[src/hw/usb_alloc_consts.svh]
// Register offsets, field positions, reset values and sizes of the FIFO allocation block
`ifndef USB_ALLOC_CONSTS_SVH
`define USB_ALLOC_CONSTS_SVH
`define OFF_ROLE_STATUS     8'h60
`define OFF_TX_SIZING       8'h62
`define OFF_RX_SIZING       8'h63
`define OFF_TX_START        8'h64
`define OFF_RX_START        8'h66
`define OFF_EP_INDEX        8'h0e
`define OFF_IRQ_STATUS      8'h40
`define OFF_IRQ_MASK        8'h41
`define ROLE_STATUS_RESET   8'h80
`define ROLE_STATUS_FS_BIT  6
`define ROLE_STATUS_LS_BIT  5
`define ROLE_STATUS_HOST_BIT 2
`define SIZING_DPB_BIT      4
`define SIZING_MASK         8'h1f
`define START_MASK          16'h01ff
`define SIZING_RESET        8'h00
`define START_RESET         16'h0000
`define MAX_SIZE_CODE       4'h8
`define BASE_PACKET_BYTES   13'h0008
`define NUM_EP              4
`define EP_INDEX_MASK       8'h03
`endif

[src/hw/usb_alloc_pkg.sv]
// Types shared by the FIFO allocation block
package usb_alloc_pkg;
    typedef struct packed {
        logic [12:0] start_byte;
        logic [12:0] size_bytes;
        logic        double_buffer_enable;
    } fifo_alloc_t;
    typedef struct packed {
        logic session_active;
        logic host_role;
        logic full_speed_attached;
        logic low_speed_attached;
    } role_in_t;
endpackage

[src/hw/usb_fifo_alloc_and_role_status.sv]
// Role and attach status plus per-endpoint FIFO sizing and start registers
//
// Local design decision: the strobed register port.
`timescale 1ns/1ps
`include "usb_alloc_consts.svh"
module usb_fifo_alloc_and_role_status
    import usb_alloc_pkg::*;
(
    // Clock and reset
    input  wire logic        ref_clk_i,
    input  wire logic        reset_i,
    // Register port
    input  wire logic [7:0]  addr_i,
    input  wire logic [15:0] wdata_i,
    input  wire logic        wr_i,
    input  wire logic        rd_i,
    output logic      [15:0] rdata_o,
    // Controller state, same clock
    input  wire role_in_t    role_i,
    // Allocation of the selected endpoint
    output logic      [1:0]  sel_ep_o,
    output fifo_alloc_t      tx_alloc_o,
    output fifo_alloc_t      rx_alloc_o,
    // Interrupt
    output logic             irq_o
);
    logic [7:0]  tx_size   [`NUM_EP];
    logic [7:0]  rx_size   [`NUM_EP];
    logic [15:0] tx_start  [`NUM_EP];
    logic [15:0] rx_start  [`NUM_EP];
    logic [7:0]  next_tx_size  [`NUM_EP];
    logic [7:0]  next_rx_size  [`NUM_EP];
    logic [15:0] next_tx_start [`NUM_EP];
    logic [15:0] next_rx_start [`NUM_EP];
    logic [1:0]  ep_index;
    logic [1:0]  next_ep_index;
    logic [7:0]  role_status;
    logic [7:0]  next_role_status;
    logic [1:0]  irq_status;
    logic [1:0]  next_irq_status;
    logic [1:0]  irq_mask;
    logic [1:0]  next_irq_mask;
    logic [15:0] next_rdata;
    logic        prev_host;
    logic        prev_attach;
    logic        next_prev_host;
    logic        next_prev_attach;
    fifo_alloc_t next_tx_alloc;
    fifo_alloc_t next_rx_alloc;

    // Reserved codes give zero space rather than a wrapped size
    function automatic fifo_alloc_t alloc_of(input logic [7:0] sz, input logic [15:0] st);
        fifo_alloc_t a;
        a.double_buffer_enable = sz[`SIZING_DPB_BIT];
        a.size_bytes = (sz[3:0] > `MAX_SIZE_CODE) ? 13'h0000 :
                       13'(`BASE_PACKET_BYTES << sz[3:0]);
        if (a.double_buffer_enable && a.size_bytes != 13'h1000) begin
            a.size_bytes = 13'(a.size_bytes << 1);
        end
        a.start_byte = {st[8:0], 4'h0} >> 1;
        return a;
    endfunction

    // One decode feeds both strobes so reads and writes share one map
    function automatic logic [7:0] reg_hit(input logic [7:0] a);
        logic [7:0] hit;
        hit = 8'h00;
        case (a)
            `OFF_ROLE_STATUS: hit[0] = 1'b1;
            `OFF_EP_INDEX:    hit[1] = 1'b1;
            `OFF_TX_SIZING:   hit[2] = 1'b1;
            `OFF_RX_SIZING:   hit[3] = 1'b1;
            `OFF_TX_START:    hit[4] = 1'b1;
            `OFF_RX_START:    hit[5] = 1'b1;
            `OFF_IRQ_STATUS:  hit[6] = 1'b1;
            `OFF_IRQ_MASK:    hit[7] = 1'b1;
            default:          hit = 8'h00;
        endcase
        return hit;
    endfunction

    logic [7:0]  wr_hit;
    logic [7:0]  rd_hit;
    logic        host_event;
    logic        attach_event;
    logic        next_irq;

    // A write to the status offset sets only wr_hit[0], which no register uses; unmapped offsets decode to nothing
    assign wr_hit = wr_i ? reg_hit(addr_i) : 8'h00;
    assign rd_hit = rd_i ? reg_hit(addr_i) : 8'h00;

    // Endpoint index
    always_comb begin
        next_ep_index = ep_index;
        if (wr_hit[1]) begin
            next_ep_index = wdata_i[1:0];
        end
    end

    always_ff @(posedge ref_clk_i) begin
        if (reset_i) begin
            ep_index <= 2'h0;
        end else begin
            ep_index <= next_ep_index;
        end
    end

    // Sizing storage; only the indexed endpoint takes a write
    for (genvar e = 0; e < `NUM_EP; e++) begin : g_size
        always_comb begin
            next_tx_size[e] = tx_size[e];
            next_rx_size[e] = rx_size[e];
            if (ep_index == 2'(e)) begin
                if (wr_hit[2]) begin
                    next_tx_size[e] = wdata_i[7:0] & `SIZING_MASK;
                end
                if (wr_hit[3]) begin
                    next_rx_size[e] = wdata_i[7:0] & `SIZING_MASK;
                end
            end
        end

        always_ff @(posedge ref_clk_i) begin
            if (reset_i) begin
                tx_size[e] <= `SIZING_RESET;
                rx_size[e] <= `SIZING_RESET;
            end else begin
                tx_size[e] <= next_tx_size[e];
                rx_size[e] <= next_rx_size[e];
            end
        end
    end

    // Start address storage; only the indexed endpoint takes a write
    for (genvar e = 0; e < `NUM_EP; e++) begin : g_start
        always_comb begin
            next_tx_start[e] = tx_start[e];
            next_rx_start[e] = rx_start[e];
            if (ep_index == 2'(e)) begin
                if (wr_hit[4]) begin
                    next_tx_start[e] = wdata_i & `START_MASK;
                end
                if (wr_hit[5]) begin
                    next_rx_start[e] = wdata_i & `START_MASK;
                end
            end
        end

        always_ff @(posedge ref_clk_i) begin
            if (reset_i) begin
                tx_start[e] <= `START_RESET;
                rx_start[e] <= `START_RESET;
            end else begin
                tx_start[e] <= next_tx_start[e];
                rx_start[e] <= next_rx_start[e];
            end
        end
    end

    // Status mirrors live controller state every cycle, one cycle late
    always_comb begin
        next_role_status = 8'h00;
        next_role_status[`ROLE_STATUS_FS_BIT]   = role_i.full_speed_attached;
        next_role_status[`ROLE_STATUS_LS_BIT]   = role_i.low_speed_attached;
        next_role_status[`ROLE_STATUS_HOST_BIT] = role_i.host_role;
    end

    always_ff @(posedge ref_clk_i) begin
        if (reset_i) begin
            role_status <= `ROLE_STATUS_RESET;
        end else begin
            role_status <= next_role_status;
        end
    end

    // Change detectors reset to the idle controller, so no false event follows reset
    always_comb begin
        next_prev_host   = role_i.host_role;
        next_prev_attach = role_i.full_speed_attached | role_i.low_speed_attached;
        host_event       = role_i.host_role != prev_host;
        attach_event     = next_prev_attach != prev_attach;
    end

    always_ff @(posedge ref_clk_i) begin
        if (reset_i) begin
            prev_host   <= 1'b0;
            prev_attach <= 1'b0;
        end else begin
            prev_host   <= next_prev_host;
            prev_attach <= next_prev_attach;
        end
    end

    // Interrupt mask
    always_comb begin
        next_irq_mask = irq_mask;
        if (wr_hit[7]) begin
            next_irq_mask = wdata_i[1:0];
        end
    end

    always_ff @(posedge ref_clk_i) begin
        if (reset_i) begin
            irq_mask <= 2'h0;
        end else begin
            irq_mask <= next_irq_mask;
        end
    end

    // Sticky status; events set after the clear so a same-cycle event survives
    always_comb begin
        next_irq_status = irq_status;
        if (wr_hit[6]) begin
            next_irq_status = irq_status & ~wdata_i[1:0];
        end
        if (host_event) begin
            next_irq_status[0] = 1'b1;
        end
        if (attach_event) begin
            next_irq_status[1] = 1'b1;
        end
        next_irq = |(next_irq_status & next_irq_mask);
    end

    always_ff @(posedge ref_clk_i) begin
        if (reset_i) begin
            irq_status <= 2'h0;
        end else begin
            irq_status <= next_irq_status;
        end
    end

    // Read data stands one cycle only; an idle or unmapped read returns zero
    always_comb begin
        next_rdata = 16'h0000;
        if (rd_hit[0]) begin
            next_rdata = {8'h00, role_status};
        end
        if (rd_hit[1]) begin
            next_rdata = {14'h0000, ep_index};
        end
        if (rd_hit[2]) begin
            next_rdata = {8'h00, tx_size[ep_index]};
        end
        if (rd_hit[3]) begin
            next_rdata = {8'h00, rx_size[ep_index]};
        end
        if (rd_hit[4]) begin
            next_rdata = tx_start[ep_index];
        end
        if (rd_hit[5]) begin
            next_rdata = rx_start[ep_index];
        end
        if (rd_hit[6]) begin
            next_rdata = {14'h0000, irq_status};
        end
        if (rd_hit[7]) begin
            next_rdata = {14'h0000, irq_mask};
        end
    end

    always_ff @(posedge ref_clk_i) begin
        if (reset_i) begin
            rdata_o <= 16'h0000;
        end else begin
            rdata_o <= next_rdata;
        end
    end

    // Allocation follows the next index and contents so it lands with the write
    always_comb begin
        next_tx_alloc = alloc_of(next_tx_size[next_ep_index], next_tx_start[next_ep_index]);
        next_rx_alloc = alloc_of(next_rx_size[next_ep_index], next_rx_start[next_ep_index]);
    end

    always_ff @(posedge ref_clk_i) begin
        if (reset_i) begin
            tx_alloc_o <= '0;
            rx_alloc_o <= '0;
        end else begin
            tx_alloc_o <= next_tx_alloc;
            rx_alloc_o <= next_rx_alloc;
        end
    end

    // Index and interrupt outputs
    always_ff @(posedge ref_clk_i) begin
        if (reset_i) begin
            sel_ep_o <= 2'h0;
            irq_o    <= 1'b0;
        end else begin
            sel_ep_o <= next_ep_index;
            irq_o    <= next_irq;
        end
    end
endmodule // usb_fifo_alloc_and_role_status

[config.mk]
export PLATFORM = sky130hd
export DESIGN_NAME = usb_fifo_alloc_and_role_status
export DESIGN_NICKNAME = d
export VERILOG_FILES = /design/src/hw/usb_alloc_pkg.sv /design/src/hw/usb_fifo_alloc_and_role_status.sv
export VERILOG_INCLUDE_DIRS = /design/src /design/src/hw
export SDC_FILE = /design/constraint.sdc
export NUM_CORES = 1
export LEC_CHECK = 0
export ABC_AREA = 1
export BUFFER_PORTS_ARGS = -buffer_cell sky130_fd_sc_hd__buf_2
export CORE_MARGIN = 2
export CORE_UTILIZATION = 45
export CTS_CLUSTER_SIZE = 10
export DETAILED_ROUTE_END_ITERATION = 10
export PLACE_DENSITY_LB_ADDON = 0.1
export SYNTH_ARGS = -nofsm -noshare
export SYNTH_HDL_FRONTEND = slang
export SYNTH_SLANG_ARGS = --single-unit
[constraint.sdc]
create_clock -name ref_clk_i -period 2.1 [get_ports ref_clk_i]
set_input_delay 0.315 -clock ref_clk_i [delete_from_list [all_inputs] [get_ports ref_clk_i]]
set_output_delay 0.315 -clock ref_clk_i [all_outputs]
set_load 0.05 [all_outputs]
# --- Word-level counts from Yosys, hierarchy flattened ---
# Memories as Yosys holds them, arrays and structs flattened. A register that Yosys moved wholly into a read port is not among the register bits.
# Index checks and enable logic that the tools add are counted.
word_totals:
  out_inout_bits: 73
  register_bits: 87
  input_bits: 32
  ramBits: 192
  n_memories: 4
  elab_cells: 167
classes:
  shift: 2
  n_bitwise: 21
  muxes: 95
  n_eq_ne: 15
  order_cmp: 3
  n_reduce_logical: 7
mem_list:
  columns: ["memory", "depth", "width", "rd", "rd_ports_with_merged_regs", "write_ports", "line", "rtl"]
  rows:
  - ["rx_start", 4, 16, 5, 1, 4, "usb_fifo_alloc_and_role_status.sv:30", "logic [15:0] rx_start [`NUM_EP];"]
  - ["tx_start", 4, 16, 5, 1, 4, "usb_fifo_alloc_and_role_status.sv:29", "logic [15:0] tx_start [`NUM_EP];"]
  - ["rx_size", 4, 8, 5, 1, 4, "usb_fifo_alloc_and_role_status.sv:28", "logic [7:0] rx_size [`NUM_EP];"]
  - ["tx_size", 4, 8, 5, 1, 4, "usb_fifo_alloc_and_role_status.sv:27", "logic [7:0] tx_size [`NUM_EP];"]
ops:
  columns: ["operator", "n"]
  rows:
  - ["$mux W16", 29]
  - ["$mux W8", 28]
  - ["$bmux W16 S2", 2]
  - ["$eq A8 B7 Y1 const B", 7]
  - ["$mux W13", 4]
  - ["$mux W9", 4]
  - ["$bmux W8 S2", 2]
  - ["$ne A13 B13 Y1 const B", 2]
  - ["$shl A4 B4 Y13 const A", 2]
  - ["$mux W5", 4]
  - ["$mux W2", 9]
  - ["$or A1 B1 Y1", 17]
  - ["$mux W1", 13]
  - ["$eq A8 B4 Y1 const B", 1]
  - ["$gt A4 B4 Y1 const B", 2]
  - ["$reduce_or A2 Y1", 3]
  - ["$and A2 B2 Y2", 2]
  - ["$eq A2 B2 Y1 const B", 2]
  - ["$ge A3 B3 Y1 const B", 1]
  - ["$not A2 Y3", 1]
  - ["$reduce_or A3 Y1", 1]
  - ["$eq A2 B1 Y1 const B", 1]
  - ["$logic_and A1 B1 Y1", 2]
  - ["$logic_not A2 Y1", 1]
  - ["other kinds (2)", 3]

# --- Longest topological paths before layout ---
# Gate-level depths: netlist of the first run.
logic_depth:
  depth_word: 13
  mapped_depth: 14
  mapped_depth_nobuf: 14

# --- Worst setup path after synthesis of the first run ---
# OpenSTA, ideal clock, no wires.
synth_path:
  kind: "register to register"
  startpoint: "register, netlist name sel_ep_o[0]"
  endpoint: "register rdata_o[3]"
  path_stages_with_launch: 11
  required_ns: 1.981
  period_less_slack_ns: 2.126
  arrival_time_ns: 2.007
  setup_time_ns: 0.119
  n_path_buf: 3
  setup_slack_ns: -0.026
  cell_sequence: "dfxtp_1 buf_2 inv_1 nand2_2 inv_2 buf_2 buf_2 a221oi_1 nor2_1 a211oi_1 nor2_1"
synth_lines:
  columns: ["item", "line", "rtl"]
  rows:
  - ["to (signal assigned)", "usb_fifo_alloc_and_role_status.sv:266", "rdata_o <= next_rdata;"]
  - ["to (decl)", "usb_fifo_alloc_and_role_status.sv:17", "output logic [15:0] rdata_o,"]

==> impl_results.md, run 1 <==
- Post-CTS Hold Fix Bufs: 0
- DRT Wirelength: 29100 um
- DRC: 0
- Clock transition at the registers of the reported paths: 70 ps
- H-Tree Depth: 4
- Routed Antenna Nets: 0
- Starting density of the core: between 40% and 50%
- #FFs+latches synth: 173
- Sink Count: 173
- Max Root-Sink Buffers: 2
- Unique cell type count in the Yosys netlist: 40
- Critical Path Fanout Max: 8
- Pre-CTS setup slack: -19.4 ps
- Area leader, netlist: dfxtp_1
- IO Pins: 105
- Vias in the first global route: just under 9000
- Final nets: roughly 1600
- Final Hold Viols: 0
- Top post-synthesis cells by area: dfxtp_1 38%, nand2_1 15%, nand3_1 11%
- CP endpoint kind: register
- Outcome: finished, final reports clean
- Die area: roughly 21000 um2
- Max Cap Viol: 0
- Total CTS buffers: 17
- Worst setup SP type: register
- Post-DP HPWL: 20300 um
- Vias: between 9000 and 10000
- Max-Slew Margin vs Limit: 50.2%
- DR pass1 iterations: 6
- CP required: 2490 ps
- Per-cell routed wire length: between 15 and 20 um
- Grt ovf: 0
- Ys async rst share: 0%
- Mapped Cells: 1361
- CTS tree: yes
- Worst Hold Class: in2reg
- Reg-to-reg critical path endpoint: rx_alloc_o[6]
- R2R setup slack: ~87 ps
- Setup WS post-layout: 87.4 ps
- Most frequent cells in the layout: 360 x nand2_1, 196 x nand3_1, 171 x dfxtp_1, 133 x buf_4, 119 x nor2_1
- Largest net degree at the start of global routing: 134
- RSZ-0062 raised after global routing: yes
- Post-route clock period utilization: 95.8%
- Reg2Reg Depth: 11
- Comb power frac: 5.8%
- Register area share after synthesis: 38.2%
- Share of cells above drive strength 1: between 20% and 30%
- Internal power: between 5 and 6 mW
- Power per cell area: 632 nW/um2
- Max Freq: 497 MHz
- Hold path startpoint: role_i[1]
- Setup violators final: 0
- Cell Chain, Critical Path: nor2_4 -> buf_6 -> nand4_1 -> buf_4 -> nand2_1 -> nand3_1 -> nand3_1 -> nand2_2 -> nor2_4 -> nand3_1 -> nand2_1
- Leak: 5.23 nW
- Hold depth: 3
- CP most frequent cell: nand3_1
- Core area: 19600 um2
- Worst slew pin tran: 741 ps
- Post-Syn Area: 9060 um2
- Tot GR Track Use: 27.2%
- DR iter-0 viols: 1162
- # rows: 51
- Die Ht: 146 um
- Max-slew violation count: 0
- Port Buffers: 75
- Clock power frac: 48.1%
- Chip width: between 100 and 150 um
- Switching power: 1.74 mW
- Fin Clk Skew: between 10 and 15 ps
- Avg Inst Size Synth: 6.66 um2
- Switch share: 24.3%
- Area Overhead vs Synth: 25.0%
- Worst path slowest cell: dfxtp_4
- DR vias/cell: 5.30
- Peak supply drop: roughly 520 uV
- Clock latency on the worst-skew pair: 450 ps
- Root Driver: clkbuf_16
- Most common cell after layout, fill and taps aside: nand2_1
- R2R Path Start: sel_ep_o[0]
- Post-synth EDFFs: 0
- Sequential share of power: 46.1%
- Filler cells: 1943
- CP peak stage delay: just under 400 ps
- Initial antenna violation count: 0
- Yosys top cell area share: about two fifths
- Worst hold path endpoint: role_status[6]
- Cells after DPL: 1773
- Fin cells: about 1800
- Setup CP Type: reg2reg
- First-pass GRT wire length: between 40000 and 50000 um
- N_diodes: 0
- Critical Path AT: 2400 ps
- Warnings, synthesis: 0
- Synth Flop Type: dfxtp_1
- Fin crit period: 2010 ps
- GP Congestion: between 0.9 and 1
-- timing repair --
item                       in CTS  in global routing
setup endpoints to repair       7                 30
pin swaps                       1                  3
gates cloned                    0                  1
gates resized for setup         1                 14
buffers inserted                0                  1
-- cell type report --
class	instances	area (um2)	area share, %
sequential	173	3470	30.6
inverter	115	437	3.85
clock inverter	12	184	1.62
tap	265	332	2.93
multi-input combinational	998	4760	42.0
timing repair buffer	224	1700	15.0
clock buffer	19	443	3.91
-- metal layers --
layer / global-route usage [%] / up-vias / wire length (um)
met5: 0 / - / 0
met4: 8.38 / 0 / 572
met3: 3.76 / 54 / 2280
met2: 41.5 / 419 / 12500
met1: 39.9 / 4340 / 13800
li1: - / 4765 / -
-- stage by stage --
| step | TNS [ps] | area, um2 | hold WS, ps | utilization, % | total power [mW] |
|---|---|---|---|---|---|
| floorplan | 0 | 9140 | 343 | - | 3.66 |
| global placement | -90.0 | 10600 | 470 | 54.4 | 3.78 |
| detailed placement | -126 | 10600 | 477 | 54.4 | 3.78 |
| CTS | 0 | 11300 | 87.9 | 57.6 | 7.20 |
| global route | -83.4 | 11300 | 95.7 | 57.8 | 7.37 |
| finish | 0 | 11300 | 94.3 | 57.8 | 7.16 |
-- state kept, by name, indices dropped and copies added, names as in the netlist --
register     cells
irq_status       2
rx_alloc_o      20
sel_ep_o         2
tx_alloc_o      20
role_status      4
irq_o            1
irq_mask         2
prev_attach      1
rx_size         20
tx_size         20
rx_start        36
rdata_o          9
tx_start        36
-- worst max-delay path, delay by kind of cell (launching register included) --
kind	cells	cell delay, ps
buffers and inverters	2	370
DFF	1	390
and+or+nand+nor	9	1180
-- cell usage after synthesis, types with 2 or more instances --
cell	number
clkbuf_1	26
buf_1	6
buf_4	30
o22ai_1	12
o21ai_0	70
o21ai_1	11
o311ai_0	3
dfxtp_1	173
buf_2	32
nor3_1	4
nand3_1	197
a22o_1	2
buf_6	2
clkinv_1	2
nand4_2	2
inv_2	11
a21oi_1	77
inv_1	102
o211ai_1	10
nor2_2	12
a211oi_1	2
nor2_4	12
nor2_1	121
nand4_1	34
nand3_2	5
a22oi_1	11
nand2_1	363
o2bb2ai_1	5
nor2_8	2
nand2_2	12
-- power by group through the flow --
stage | Sequential, mW | Combinational (mW) | Clock, mW
2_1_floorplan | 3.39 | 0.269 | 0
3_3_place_gp | 3.38 | 0.407 | 0
3_5_place_dp | 3.38 | 0.408 | 0
4_1_cts | 3.30 | 0.409 | 3.49
5_1_grt | 3.30 | 0.439 | 3.63
6_report | 3.30 | 0.415 | 3.45
-- cells by family after synthesis --
family	share of synthesized area [%]
AOI/OAI and AO/OA	13.0
other	0.0414
DFF	38.2
buffers and inverters	10.6
and+or+nand+nor	38.0
xor gates and xnor gates	0.193
-- worst max-delay path by stage --
stage | from | end | slack (ps) | depth (start not counted)
3_5_place_dp | addr_i[3] | tx_alloc_o[11] | -20 | 13
3_3_place_gp | sel_ep_o[1] | rdata_o[1] | -60 | 11
2_1_floorplan | sel_ep_o[1] | rdata_o[3] | 20 | 11
6_report | sel_ep_o[0] | rx_alloc_o[6] | 90 | 11
4_1_cts | sel_ep_o[1] | rdata_o[1] | 0.3 | 11
5_1_grt | sel_ep_o[1] | rx_alloc_o[6] | -20 | 11
Power figures use the tool's default switching activity.
==> run 2: changes to the inputs <==
--- a/config.mk
+++ b/config.mk
@@ -6,13 +6,14 @@
 export SDC_FILE = /design/constraint.sdc
 export NUM_CORES = 1
 export LEC_CHECK = 0
-export ABC_AREA = 1
 export BUFFER_PORTS_ARGS = -buffer_cell sky130_fd_sc_hd__buf_2
+export CORE_ASPECT_RATIO = 0.9
 export CORE_MARGIN = 2
 export CORE_UTILIZATION = 45
 export CTS_CLUSTER_SIZE = 10
 export DETAILED_ROUTE_END_ITERATION = 10
 export PLACE_DENSITY_LB_ADDON = 0.1
+export SKIP_LAST_GASP = 1
 export SYNTH_ARGS = -nofsm -noshare
 export SYNTH_HDL_FRONTEND = slang
 export SYNTH_SLANG_ARGS = --single-unit
==> run 2 against run 1 <==
Sequential power about the same; die area shrank 6.6%; clock skew fell by 3.5 ps; combinational power is essentially flat; worst setup slack worse by 230 ps; final area shrank 1.6%; synthesized area fell by 6.8%; wire length fell by 14%; the run now ends with setup timing left; largest cell class unchanged.
==> impl_results.md, run 2 <==
- Critical Path Fanout Max: 6 (was 8)
- Yosys top cell area share: 41.0% (was 38.2%)
- Hold path startpoint: role_i[2] (was role_i[1])
- Biggest regs: rx_start (36), tx_start (36) (unchanged)
- Post-DP HPWL: 17200 um (was 20300 um)
- Synth Flop Type: dfxtp_1 (unchanged)
- Area leader, netlist: dfxtp_1 (unchanged)
- Unique cell type count in the Yosys netlist: 62 (was 40)
- Vias in the first global route: 7068 (was 8703)
- Most common cell after layout, fill and taps aside: dfxtp_1 (was nand2_1)
- Die area: 19900 um2 (was 21300 um2)
- Sink Count: 173 (unchanged)
- R2R Path Start: sel_ep_o[0] (unchanged)
- Pre-CTS setup slack: -389 ps (was -19.4 ps)
- Core area: 18400 um2 (was 19600 um2)
- Most frequent cell after synthesis: dfxtp_1 (was nand2_1)
- Largest net degree at the start of global routing: 77 (was 134)
- Worst path slowest cell: or4b_4 (was dfxtp_4)
- Hold depth: 2 (was 3)
- Routed Antenna Nets: 0 (unchanged)
- Share of cells above drive strength 1: 34.8% (was 21.0%)
- Post-CTS Hold Fix Bufs: 0 (unchanged)
- Grt ovf: 0 (unchanged)
- H-Tree Depth: 4 (unchanged)
- Worst hold path endpoint: role_status[2] (was role_status[6])
- Failing checks: setup timing
- Reg-to-reg critical path endpoint: tx_alloc_o[8] (was rx_alloc_o[6])
- CP required: 2460 ps (was 2490 ps)
- DRC: 0 (unchanged)
- Per-cell routed wire length: 18.5 um (was 16.1 um)
- Setup CP Type: reg2reg (unchanged)
- Area Overhead vs Synth: 31.9% (was 25.0%)
- Reg2Reg Depth: 8 (was 11)
- Cell Chain, Critical Path: buf_12 -> nor2_4 -> nand4_4 -> mux2i_1 -> mux2i_1 -> mux2i_4 -> or4b_4 -> a21oi_2 (was nor2_4 -> buf_6 -> nand4_1 -> buf_4 -> nand2_1 -> nand3_1 -> nand3_1 -> nand2_2 -> nor2_4 -> nand3_1 -> nand2_1)
- Worst Hold Class: in2reg (unchanged)
- Leak: 4.79 nW (was 5.23 nW)
- CP top delay family: simple AND/OR/NAND/NOR gates (unchanged)
- Max-slew violation count: 0 (unchanged)
- Tot GR Track Use: 25.0% (was 27.2%)
- Most frequent cells in the layout: 171 x dfxtp_1, 154 x buf_4, 116 x nor2_1, 87 x mux2i_1, 76 x nand2_1 (was 360 x nand2_1, 196 x nand3_1, 171 x dfxtp_1, 133 x buf_4, 119 x nor2_1)
- WP buf/inv: 1 (was 2)
- # rows: 47 (was 51)
- Max Root-Sink Buffers: 2 (unchanged)
- DRT Wirelength: 24900 um (was 29100 um)
- Top post-synthesis cells by area: dfxtp_1 41%, mux2i_1 13%, mux4_2 7.5% (was dfxtp_1 38%, nand2_1 15%, nand3_1 11%)
- DR pass1 iterations: 5 (was 6)
- CP peak stage delay: 510 ps (was 390 ps)
- Avg Inst Size Synth: 9.34 um2 (was 6.66 um2)
- Clock transition at the registers of the reported paths: 60 ps (was 70 ps)
- #FFs+latches synth: 173 (unchanged)
- Warnings, synthesis: 0 (unchanged)
- Peak supply drop: 370 uV (was 523 uV)
- Root Driver: clkbuf_16 (unchanged)
- Initial antenna violation count: 0 (unchanged)
- First-pass GRT wire length: 38400 um (was 46100 um)
- DR vias/cell: 5.58 (was 5.30)
- Power per cell area: 605 nW/um2 (was 632 nW/um2)
- RSZ-0062 raised after global routing: yes (unchanged)
- Vias: 7542 (was 9578)
- Filler cells: 1573 (was 1943)
- Mapped Cells: 904 (was 1361)
- Fin crit period: 2240 ps (was 2010 ps)
- Worst-case hold slack: 139 ps (was 94.3 ps)
- Critical Path AT: 2600 ps (was 2400 ps)
- Post-synth EDFFs: 0 (unchanged)
- Register area share after synthesis: 41.0% (was 38.2%)
- Ys async rst share: 0% (unchanged)
- Fin Clk Skew: 10.4 ps (was 14.0 ps)
- Clock latency on the worst-skew pair: 430 ps (was 450 ps)
- Outcome: finished, violations left (was finished, final reports clean)
- CP most frequent cell: mux2i_1 (was nand3_1)
- Starting density of the core: 45.9% (was 46.3%)
- Die Ht: 134 um (was 146 um)
- Final nets: 1125 (was 1561)
- CP endpoint kind: register (unchanged)
- Total CTS buffers: 17 (unchanged)
- Chip width: 148 um (was 146 um)
- Synth top cells by count: 173 x dfxtp_1, 119 x nor2_1, 106 x mux2i_1 (was 363 x nand2_1, 197 x nand3_1, 173 x dfxtp_1)
- DR iter-0 viols: 687 (was 1162)
- Post-route clock period utilization: 107% (was 95.8%)
- Worst setup SP type: register (unchanged)
- GP Congestion: 0.861 (was 0.909)
- R2R setup slack: -140 ps (was 90 ps)
- N_diodes: 0 (unchanged)
- Max Freq: 446 MHz (was 497 MHz)
- Final Hold Viols: 0 (unchanged)
- Port Buffers: 75 (unchanged)
- CTS tree: yes (unchanged)
- Setup WS post-layout: -141 ps (was 87.4 ps)
- Setup violators final: 17 (was 0)
- IO Pins: 105 (unchanged)
- Max Cap Viol: 0 (unchanged)
- Post-Syn Area: 8450 um2 (was 9060 um2)
run 2: metal layers:
layer  up-vias  wire length (um)  global-route usage, %
li1       3594                 -                      -
met1      3676             11700                   36.0
met2       248             11400                   38.3
met3        24              1500                   5.00
met4         0               313                   6.61
met5         -                 0                      0
run 2: cell families after synthesis:
group | share of synthesized area [%]
compound gates | 11.1
mux | 21.5
xor+xnor | 0.415
flops | 41.0
buf+inv | 5.82
simple gates | 20.1
other cells | 0.0444
run 2: power breakdown:
group | internal, mW | switching [mW] | leakage, nW
combinational | 0.114 | 0.299 | 3.10
sequential | 3.29 | 0.00716 | 1.40
clock | 1.69 | 1.35 | 0.286
run 2: what timing repair did:
| item | in CTS | in global routing |
|---|---|---|
| buffers inserted | 12 | 13 |
| resized for setup | 14 | 47 |
| pin swaps | 2 | 11 |
| setup endpoints to repair | 20 | 36 |
| cloned | 0 | 0 |
run 2: worst max-delay path by stage:
stage / startpoint / endpoint / cells past startpoint
detailed placement: addr_i[4] / tx_alloc_o[8] / 9
CTS: sel_ep_o[0] / rx_alloc_o[8] / 8
global route: sel_ep_o[0] / tx_alloc_o[13] / 10
finish: sel_ep_o[0] / tx_alloc_o[8] / 8
global placement: addr_i[4] / rx_alloc_o[8] / 9
floorplan: sel_ep_o[0] / rx_alloc_o[8] / 8
run 2: cell type report:
type | instances | area [um2] | area share [%]
clock inverters | 11 | 77.6 | 0.696
inverters | 1 | 3.75 | 0.0337
multi-input cells | 653 | 4960 | 44.5
clock buffers | 21 | 492 | 4.41
flip-flops and latches | 173 | 3470 | 31.1
well taps | 245 | 307 | 2.75
repair buffers | 247 | 1840 | 16.5
run 2: per-stage QoR:
stage	cell area, um2	utilization [%]	power, mW	TNS [ps]	instances
after global routing	11100	60.5	6.95	-3140	1351
after global placement	10100	54.9	3.77	-9860	1295
after CTS	10800	58.9	6.79	-143	1339
after floorplan	8660	-	3.65	-495	924
after detailed placement	10100	54.9	3.77	-11010	1295
final	11100	60.5	6.75	-873	1351
